--- src/hw/mstore_pkg.sv ---
// Package: constants for the mapped-register store and product-subtract unit
package mstore_pkg;
    localparam int DATA_W = 16;
    localparam int ACC_W = 32;
    localparam int CNT_W = 16;
    // Opcode of the product-subtract instruction
    localparam logic [15:0] OP_SUB_PRODUCT = 16'hBE05;
    // Base subtract cycle count and program-counter steps
    localparam logic [CNT_W-1:0] SUB_BASE_CYC = 16'h0001;
    localparam logic [CNT_W-1:0] PC_STEP_SUB = 16'h0001;
    localparam logic [CNT_W-1:0] PC_STEP_STORE = 16'h0002;
    // Register file for software reach (chosen offsets)
    localparam logic [3:0] REG_CTRL = 4'h0;
    localparam logic [3:0] REG_ACC_LO = 4'h1;
    localparam logic [3:0] REG_ACC_HI = 4'h2;
    localparam logic [3:0] REG_PROD_LO = 4'h3;
    localparam logic [3:0] REG_PROD_HI = 4'h4;
    localparam logic [3:0] REG_STATUS = 4'h5;
    localparam logic [3:0] REG_CYCLES = 4'h6;
    localparam logic [3:0] REG_PC = 4'h7;
    // Control field positions
    localparam int CTRL_SHIFT_LSB = 0;
    localparam int CTRL_SAT_BIT = 2;
    localparam logic [DATA_W-1:0] CTRL_RESET = 16'h0000;
    // Status field positions
    localparam int ST_CARRY_BIT = 0;
    localparam int ST_OVF_BIT = 1;
    localparam int ST_BUSY_BIT = 2;
    // Destination kinds
    typedef enum logic [1:0] {DST_DUAL, DST_SINGLE, DST_EXT} dst_kind_e;
endpackage : mstore_pkg

--- src/hw/store_cycle_calc.sv ---
// Cycle-count calculator for the mapped-register store
`timescale 1ns/1ps
`default_nettype none
module store_cycle_calc #(
    parameter int CNT_W = 16
) (
    // Operation description
    input wire logic [1:0] dst_kind_in,
    input wire logic src_is_port_in,
    input wire logic src_is_periph_in,
    input wire logic same_block_in,
    input wire logic code_ext_in,
    input wire logic repeated_in,
    input wire logic [CNT_W-1:0] words_in,
    // Wait states
    input wire logic [7:0] dst_wait_in,
    input wire logic [7:0] io_wait_in,
    input wire logic [7:0] prog_wait_in,
    // Result
    output logic [CNT_W-1:0] cycles_out
);
    logic [CNT_W-1:0] n;
    logic [CNT_W-1:0] per;
    logic [CNT_W-1:0] base;
    logic [CNT_W-1:0] extra;
    logic dext;
    logic sconf;
    always_comb begin
        n = repeated_in ? words_in : 16'h0001;
        dext = (dst_kind_in == 2'(mstore_pkg::DST_EXT));
        sconf = (dst_kind_in == 2'(mstore_pkg::DST_SINGLE)) && same_block_in;
        extra = '0;
        per = '0;
        if (!repeated_in) begin
            base = dext ? 16'h0003 + CNT_W'(dst_wait_in) : 16'h0002;
            if (src_is_port_in) begin
                base = base + 16'h0001 + CNT_W'(io_wait_in);
            end
            if (sconf) begin
                base = base + 16'h0001;
            end
            if (src_is_periph_in && !src_is_port_in) begin
                base = base + 16'h0001;
            end
        end else begin
            if (src_is_port_in && dext) begin
                per = 16'h0005 + CNT_W'(dst_wait_in) + CNT_W'(io_wait_in);
                extra = 16'hFFFE;
            end else if (src_is_port_in) begin
                per = 16'h0002 + CNT_W'(io_wait_in);
            end else if (dext) begin
                per = 16'h0003 + CNT_W'(dst_wait_in);
            end else begin
                per = 16'h0002;
            end
            if (src_is_periph_in && !src_is_port_in) begin
                per = per + 16'h0001;
            end
            base = CNT_W'(per * n) + extra;
            if (sconf) begin
                base = base + 16'h0002;
            end
        end
        if (code_ext_in) begin
            base = base + CNT_W'({prog_wait_in, 1'b0});
        end
        cycles_out = base;
    end
endmodule : store_cycle_calc
`default_nettype wire

--- src/hw/mstore_unit.sv ---
// Execution unit for mapped-register store and product subtract
//
// The register offsets and the plain strobed port were chosen for this implementation.
`timescale 1ns/1ps
`default_nettype none
module mstore_unit #(
    parameter int CNT_W = mstore_pkg::CNT_W
) (
    // Clock and reset
    input wire logic clock_in,
    input wire logic rst_n_in,
    input wire logic clk_en_in,
    // Instruction issue
    input wire logic issue_store_in,
    input wire logic issue_sub_in,
    input wire logic repeated_in,
    input wire logic [CNT_W-1:0] words_in,
    input wire logic [1:0] dst_kind_in,
    input wire logic src_is_port_in,
    input wire logic src_is_periph_in,
    input wire logic same_block_in,
    input wire logic code_ext_in,
    input wire logic [7:0] dst_wait_in,
    input wire logic [7:0] io_wait_in,
    input wire logic [7:0] prog_wait_in,
    // Register port
    input wire logic [3:0] addr_in,
    input wire logic [15:0] wdata_in,
    input wire logic wr_in,
    input wire logic rd_in,
    output logic [15:0] rdata_out,
    // Status
    output logic busy_out,
    output logic done_out
);
    // ==========================================================
    // Cycle computation
    logic [CNT_W-1:0] store_cyc;
    store_cycle_calc #(.CNT_W(CNT_W)) u_calc (
        .dst_kind_in(dst_kind_in),
        .src_is_port_in(src_is_port_in),
        .src_is_periph_in(src_is_periph_in),
        .same_block_in(same_block_in),
        .code_ext_in(code_ext_in),
        .repeated_in(repeated_in),
        .words_in(words_in),
        .dst_wait_in(dst_wait_in),
        .io_wait_in(io_wait_in),
        .prog_wait_in(prog_wait_in),
        .cycles_out(store_cyc)
    );

    // ==========================================================
    // State
    typedef enum logic {ST_IDLE, ST_RUN} state_e;
    state_e state_q, state_d;
    logic [CNT_W-1:0] cnt_q, cnt_d;
    logic [CNT_W-1:0] last_q, last_d;
    logic [15:0] pc_q, pc_d;
    logic [31:0] acc_q, acc_d;
    logic [31:0] prod_q, prod_d;
    logic [15:0] ctrl_q, ctrl_d;
    logic carry_q, carry_d;
    logic ovf_q, ovf_d;
    logic done_q, done_d;
    logic [15:0] rdata_q, rdata_d;

    function automatic logic [31:0] shift_prod(input logic [31:0] p, input logic [1:0] m);
        case (m)
            2'd1: shift_prod = {p[30:0], 1'b0};
            2'd2: shift_prod = {p[27:0], 4'h0};
            2'd3: shift_prod = {{6{p[31]}}, p[31:6]};
            default: shift_prod = p;
        endcase
    endfunction : shift_prod

    logic [31:0] sp;
    logic [32:0] diff;
    logic sub_ovf;
    logic ovf_set;
    logic [CNT_W-1:0] sub_cyc;

    always_comb begin
        sp = shift_prod(prod_q, ctrl_q[mstore_pkg::CTRL_SHIFT_LSB +: 2]);
        diff = {1'b0, acc_q} - {1'b0, sp};
        sub_ovf = (acc_q[31] != sp[31]) && (diff[31] != acc_q[31]);
        sub_cyc = (repeated_in ? words_in : mstore_pkg::SUB_BASE_CYC)
            + (code_ext_in ? CNT_W'(prog_wait_in) : '0);
        state_d = state_q;
        cnt_d = cnt_q;
        last_d = last_q;
        pc_d = pc_q;
        acc_d = acc_q;
        prod_d = prod_q;
        ctrl_d = ctrl_q;
        carry_d = carry_q;
        ovf_d = ovf_q;
        ovf_set = 1'b0;
        done_d = 1'b0;
        rdata_d = 16'h0000;
        case (state_q)
            ST_IDLE: begin
                if (issue_store_in) begin
                    state_d = ST_RUN;
                    cnt_d = store_cyc;
                    last_d = store_cyc;
                    pc_d = pc_q + mstore_pkg::PC_STEP_STORE;
                end else if (issue_sub_in) begin
                    state_d = ST_RUN;
                    cnt_d = sub_cyc;
                    last_d = sub_cyc;
                    pc_d = pc_q + mstore_pkg::PC_STEP_SUB;
                    carry_d = ~diff[32];
                    if (sub_ovf) begin
                        ovf_d = 1'b1;
                        ovf_set = 1'b1;
                        if (ctrl_q[mstore_pkg::CTRL_SAT_BIT]) begin
                            acc_d = acc_q[31] ? 32'h8000_0000 : 32'h7FFF_FFFF;
                        end else begin
                            acc_d = diff[31:0];
                        end
                    end else begin
                        acc_d = diff[31:0];
                    end
                end
            end
            ST_RUN: begin
                cnt_d = cnt_q - 16'h0001;
                if (cnt_q <= 16'h0001) begin
                    state_d = ST_IDLE;
                    done_d = 1'b1;
                end
            end
            default: state_d = ST_IDLE;
        endcase
        // Register writes apply in every state, busy or not; accumulator and PC writes override the subtract result
        if (wr_in) begin
            if (addr_in == mstore_pkg::REG_CTRL) begin
                ctrl_d = wdata_in;
            end else if (addr_in == mstore_pkg::REG_ACC_LO) begin
                acc_d[15:0] = wdata_in;
            end else if (addr_in == mstore_pkg::REG_ACC_HI) begin
                acc_d[31:16] = wdata_in;
            end else if (addr_in == mstore_pkg::REG_PROD_LO) begin
                prod_d[15:0] = wdata_in;
            end else if (addr_in == mstore_pkg::REG_PROD_HI) begin
                prod_d[31:16] = wdata_in;
            end else if (addr_in == mstore_pkg::REG_STATUS) begin
                // Hardware set wins over a software clear
                ovf_d = (ovf_q & wdata_in[mstore_pkg::ST_OVF_BIT]) | ovf_set;
            end else if (addr_in == mstore_pkg::REG_PC) begin
                pc_d = wdata_in;
            end
        end
        if (rd_in) begin
            if (addr_in == mstore_pkg::REG_CTRL) begin
                rdata_d = ctrl_q;
            end else if (addr_in == mstore_pkg::REG_ACC_LO) begin
                rdata_d = acc_q[15:0];
            end else if (addr_in == mstore_pkg::REG_ACC_HI) begin
                rdata_d = acc_q[31:16];
            end else if (addr_in == mstore_pkg::REG_PROD_LO) begin
                rdata_d = prod_q[15:0];
            end else if (addr_in == mstore_pkg::REG_PROD_HI) begin
                rdata_d = prod_q[31:16];
            end else if (addr_in == mstore_pkg::REG_STATUS) begin
                rdata_d = {13'h0000, state_q == ST_RUN, ovf_q, carry_q};
            end else if (addr_in == mstore_pkg::REG_CYCLES) begin
                rdata_d = 16'(last_q);
            end else if (addr_in == mstore_pkg::REG_PC) begin
                rdata_d = pc_q;
            end
        end
    end

    always_ff @(posedge clock_in) begin
        if (!rst_n_in) begin
            state_q <= ST_IDLE;
            cnt_q <= '0;
            last_q <= '0;
            pc_q <= 16'h0000;
            acc_q <= 32'h0000_0000;
            prod_q <= 32'h0000_0000;
            ctrl_q <= mstore_pkg::CTRL_RESET;
            carry_q <= 1'b0;
            ovf_q <= 1'b0;
            done_q <= 1'b0;
            rdata_q <= 16'h0000;
        end else if (clk_en_in) begin
            state_q <= state_d;
            cnt_q <= cnt_d;
            last_q <= last_d;
            pc_q <= pc_d;
            acc_q <= acc_d;
            prod_q <= prod_d;
            ctrl_q <= ctrl_d;
            carry_q <= carry_d;
            ovf_q <= ovf_d;
            done_q <= done_d;
            rdata_q <= rdata_d;
        end
    end

    assign rdata_out = rdata_q;
    assign busy_out = (state_q == ST_RUN);
    assign done_out = done_q;
endmodule : mstore_unit
`default_nettype wire

--- config.mk ---
export PLATFORM = sky130hd
export DESIGN_NAME = mstore_unit
export DESIGN_NICKNAME = d
export VERILOG_FILES = /design/src/hw/mstore_pkg.sv /design/src/hw/store_cycle_calc.sv /design/src/hw/mstore_unit.sv
export SDC_FILE = /design/constraint.sdc
export NUM_CORES = 1
export LEC_CHECK = 0
export BUFFER_PORTS_ARGS = -buffer_cell sky130_fd_sc_hd__buf_2
export CAP_MARGIN = 0
export CELL_PAD_IN_SITES_DETAIL_PLACEMENT = 0
export CELL_PAD_IN_SITES_GLOBAL_PLACEMENT = 1
export CORE_MARGIN = 5
export CORE_UTILIZATION = 50
export CTS_CLUSTER_DIAMETER = 80
export DETAILED_ROUTE_END_ITERATION = 16
export HOLD_SLACK_MARGIN = 0.1
export PLACE_DENSITY = 0.82
export SLEW_MARGIN = 20
export SYNTH_ARGS = -nofsm -noshare
export SYNTH_HDL_FRONTEND = slang
export SYNTH_SLANG_ARGS = --single-unit
--- constraint.sdc ---
create_clock -name clock_in -period 20.1 [get_ports clock_in]
set_input_delay 3.015 -clock clock_in [delete_from_list [all_inputs] [get_ports clock_in]]
set_output_delay 3.015 -clock clock_in [all_outputs]
set_load 0.05 [all_outputs]
==> impl_metrics.yaml <==
floorplan:
  floorplan.die_area_sq_um: 38700
  die_width_um: 197
  core_sq_um: 34500
  initial_standard_cell_utilization_of_the_core: 0.506
  rows: 68
  die_y_um: 197
  ioPinCount: 92
placed_design:
  gp_congestion: 0.973
  hpwl_um: 46200
  placement.io_buffers: 91
hold_path:
  holdCritPathClass: "reg -> reg"
setup_path:
  path_max_fanout: 6
  worst_path_dominant_cell_family: "adder cells"
  worst-endpoint-required_ns: 20.43
  end_kind: "flip-flop"
  path_class: "in -> reg"
  timing.critical_path.from_type: "input pin"
  cpMaxStageDelayCell: "sky130_fd_sc_hd__fa_1"
  critPathMaxStageDelay_ns: 0.54
  worstPathArrival_ns: 12.46
  critical_path.most_common_cell: "sky130_fd_sc_hd__inv_1"
  critPathBufInv: 9
drt:
  drc: 0
  detailroute.via_count: 16816
  avgRoutedWirePerCell_um: 21.6
  route.antenna.remaining_nets: 0
  postRouteWirelength_um: 59800
  avgViaCountPerCell: 6.07
  drt-initial-drc-count: 1599
  drt_first_pass_iters: 10
clock_network:
  cts_setup_buffers: 0
  tritoncts_clock_tree: "done"
  clockRootBuffer: "sky130_fd_sc_hd__clkbuf_16"
  cts_resized: 0
  clk_pin_slew_worst_paths_ns: 0.07
  cts_buffers: 17
  cts_max_level: 4
  numClockSinks: 148
  clock_latency_ns: 0.44
  number_of_buffers_inserted_for_hold_repair_after_clock_tree_synthesis: 0
  clock_path_buffers: 2
run_status:
  run_status: "finished clean"
pwr:
  p_leak_uw: 0.00799
  pd_cells_nw_per_um2: 81.5
  max-vdd-ir-drop_mv: 0.0661
grt:
  grt-ovfl-total: 0
  grt_antenna_before_repair: 0
  groute.usage.overall: 0.301
  grt_pass1_vias: 16229
  grt_pass1_wl_um: 91800
  grt_start_max_net_pins: 83
sta:
  headroom_to_the_max_slew_limit: 0.322
  report.final.slew_viol_count: 0
  fmax_mhz: 82.5
  worst_clock_skew_ns: 0.0120
  tightest_slew_ns: 1.02
  fin_crit_sh: 0.603
  report.final.setup_viol: 0
  fin_worst_hold_slack_ns: 0.465
  rsz0062_at_grt: "no"
  final_critical_path_time_including_i_o_delays_and_setup_ns: 12.13
  setup-tns-final_ns: 0
  finalHoldViolations: 0
synth:
  post_synth_fa_ha_maj_area_fraction: 0.200
  yosys_register_bits: 148
  synth_warnings: 0
  proportion_of_synthesized_chip_area_in_sequential_cells: 0.170
  dominant_combinational_cell_family_by_area_after_synthesis: "compound AO/OA/AOI/OAI gates"
  post_synth_edffs: 0
  synth_simple_gate_area_frac: 0.195
  syn_area_per_cell_sq_um: 7.61
  async_flop_share: 0
  netlist-cell-type-count: 78
  yosys.area_share.xor_xnor: 0.0665
  instance_count_of_the_mapped_netlist: 2294
  post_synth_mux_area_share: 0.0486
  synthesis.area_sq_um: 17400
  synth_compound_gate_area_share: 0.243
  dominantRegCellSynth: "sky130_fd_sc_hd__dfxtp_1"
flow_run:
  max_cap_viol_count: 0
layout:
  nets: 2603
  final_layout_size_suffix_gt1_frac: 0.0816
  area_growth_syn_to_layout_pct: 7.65
  fillCellCount: 3363
  n_antenna_cell: 0
-- kinds of logic (layout without fill, tap and decap cells) --
kind of cell,after synthesis,in the layout
AOI/OAI and AO/OA,645,645
xor gates and xnor gates,126,126
adders and majority gates,225,225
buffers and inverters,355,374
DFF,148,148
muxes,58,58
other,2,5
and+or+nand+nor,735,735
-- layer usage --
layer | vias to the layer above | track usage | share of wire
li1 | 8006 | - | -
met1 | 7936 | 0.372 | 0.40
met2 | 683 | 0.505 | 0.47
met3 | 191 | 0.0349 | 0.060
met4 | 0 | 0.182 | 0.069
met5 | - | 0 | 0
-- report_power, final --
part           switching, uW  total (uW)  internal [uW]
sequential              16.3         324            308
combinational            514         863            348
clock                    140         344            204
total                    671        1530            860
-- flip-flops by register name (all words and copies together), names as in the netlist --
signal     cells
done_out       1
pc_q          16
rdata_out     16
ctrl_q        16
prod_q        32
ovf_q          1
cnt_q         16
acc_q         32
carry_q        1
last_q        16
busy_out       1
-- worst min-delay path: cells and delay by family (launching register included) --
kind	cells	cell delay, ns
AND/OR/NAND/NOR	1	0.05
flip-flops	1	0.31
AO/OA/AOI/OAI	1	0.06
-- stage by stage --
step	power, uW	instances	area [sq um]	util	worst slack (ns)
2_1_floorplan	970	2297	17500	-	8.71
3_3_place_gp	1170	2740	18200	0.527	7.78
3_5_place_dp	1190	2740	18200	0.527	7.52
4_1_cts	1530	2771	18800	0.545	7.97
5_1_grt	1650	2771	18800	0.545	7.38
6_report	1530	2771	18800	0.545	7.97
-- cell usage in the layout (no fill, tap or decap), types with 15 or more instances in the layout --
master	synthesis	layout
sky130_fd_sc_hd__clkbuf_16	0	17
sky130_fd_sc_hd__a31oi_1	20	20
sky130_fd_sc_hd__mux4_2	21	21
sky130_fd_sc_hd__nor2_1	177	177
sky130_fd_sc_hd__buf_2	5	90
sky130_fd_sc_hd__fa_1	90	90
sky130_fd_sc_hd__buf_4	1	16
sky130_fd_sc_hd__and2_1	39	39
sky130_fd_sc_hd__nand2_1	276	276
sky130_fd_sc_hd__a21oi_1	131	131
sky130_fd_sc_hd__nor3_1	51	50
sky130_fd_sc_hd__and3_1	20	20
sky130_fd_sc_hd__o21a_1	43	43
sky130_fd_sc_hd__o21ai_0	155	155
sky130_fd_sc_hd__a21boi_0	52	52
sky130_fd_sc_hd__a22oi_1	15	15
sky130_fd_sc_hd__dfxtp_1	148	146
sky130_fd_sc_hd__nand3_1	36	36
sky130_fd_sc_hd__nand2b_1	25	25
sky130_fd_sc_hd__inv_1	233	233
sky130_fd_sc_hd__o211ai_1	24	24
sky130_fd_sc_hd__o22ai_1	36	36
sky130_fd_sc_hd__a222oi_1	18	18
sky130_fd_sc_hd__ha_1	135	135
sky130_fd_sc_hd__xor2_1	48	48
sky130_fd_sc_hd__mux2i_1	33	33
sky130_fd_sc_hd__nor2b_1	50	50
sky130_fd_sc_hd__xnor2_1	74	74
sky130_fd_sc_hd__a21o_1	35	35
-- layout make-up --
cell class	count	area (sq um)	area share
multi-input combinational	1794	13200	0.701
sequential	148	2970	0.158
inverter	237	890	0.0474
clock inverter	12	166	0.00886
tap	455	569	0.0303
timing repair buffer	106	571	0.0304
clock buffer	19	453	0.0241
-- cell usage after synthesis, types with 8 or more instances --
master / count / area (sq um)
sky130_fd_sc_hd__o21bai_1: 11 / 82.6
sky130_fd_sc_hd__o31ai_1: 13 / 97.6
sky130_fd_sc_hd__nand4_1: 13 / 81.3
sky130_fd_sc_hd__mux2i_1: 33 / 330
sky130_fd_sc_hd__a22oi_1: 15 / 113
sky130_fd_sc_hd__nor2b_1: 50 / 313
sky130_fd_sc_hd__a211oi_1: 12 / 90.1
sky130_fd_sc_hd__xnor2_1: 74 / 648
sky130_fd_sc_hd__nor3_1: 51 / 255
sky130_fd_sc_hd__a22o_1: 8 / 70.1
sky130_fd_sc_hd__nand2b_1: 25 / 156
sky130_fd_sc_hd__mux4_2: 21 / 473
sky130_fd_sc_hd__ha_1: 135 / 1690
sky130_fd_sc_hd__nand3_1: 36 / 180
sky130_fd_sc_hd__nor2_1: 177 / 664
sky130_fd_sc_hd__buf_1: 11 / 41.3
sky130_fd_sc_hd__or3_1: 11 / 68.8
sky130_fd_sc_hd__a31oi_1: 20 / 125
sky130_fd_sc_hd__o21ai_0: 155 / 776
sky130_fd_sc_hd__dfxtp_1: 148 / 2960
sky130_fd_sc_hd__o22ai_1: 36 / 225
sky130_fd_sc_hd__a21boi_0: 52 / 390
sky130_fd_sc_hd__a21oi_1: 131 / 656
sky130_fd_sc_hd__fa_1: 90 / 1800
sky130_fd_sc_hd__o21a_1: 43 / 323
sky130_fd_sc_hd__nand2_1: 276 / 1040
sky130_fd_sc_hd__and2_1: 39 / 244
sky130_fd_sc_hd__a222oi_1: 18 / 180
sky130_fd_sc_hd__inv_1: 233 / 875
sky130_fd_sc_hd__o211ai_1: 24 / 180
sky130_fd_sc_hd__nor4_1: 10 / 62.6
sky130_fd_sc_hd__o221ai_1: 10 / 87.6
sky130_fd_sc_hd__clkbuf_1: 101 / 379
sky130_fd_sc_hd__xor2_1: 48 / 420
sky130_fd_sc_hd__and3_1: 20 / 125
sky130_fd_sc_hd__a21o_1: 35 / 263
-- path summary, 6_finish.rpt --
check / start / end / slack (ns) / cells after the start
max: dst_wait_in[0] / cnt_q[15] / 7.97 / 38
min: ctrl_q[12] / ctrl_q[12] / 0.47 / 2
max reg2reg: ctrl_q[1] / acc_q[27] / 14.57 / 16
min reg2reg: ctrl_q[12] / ctrl_q[12] / 0.47 / 2
Note: power is estimated with default switching activity, not from simulation.
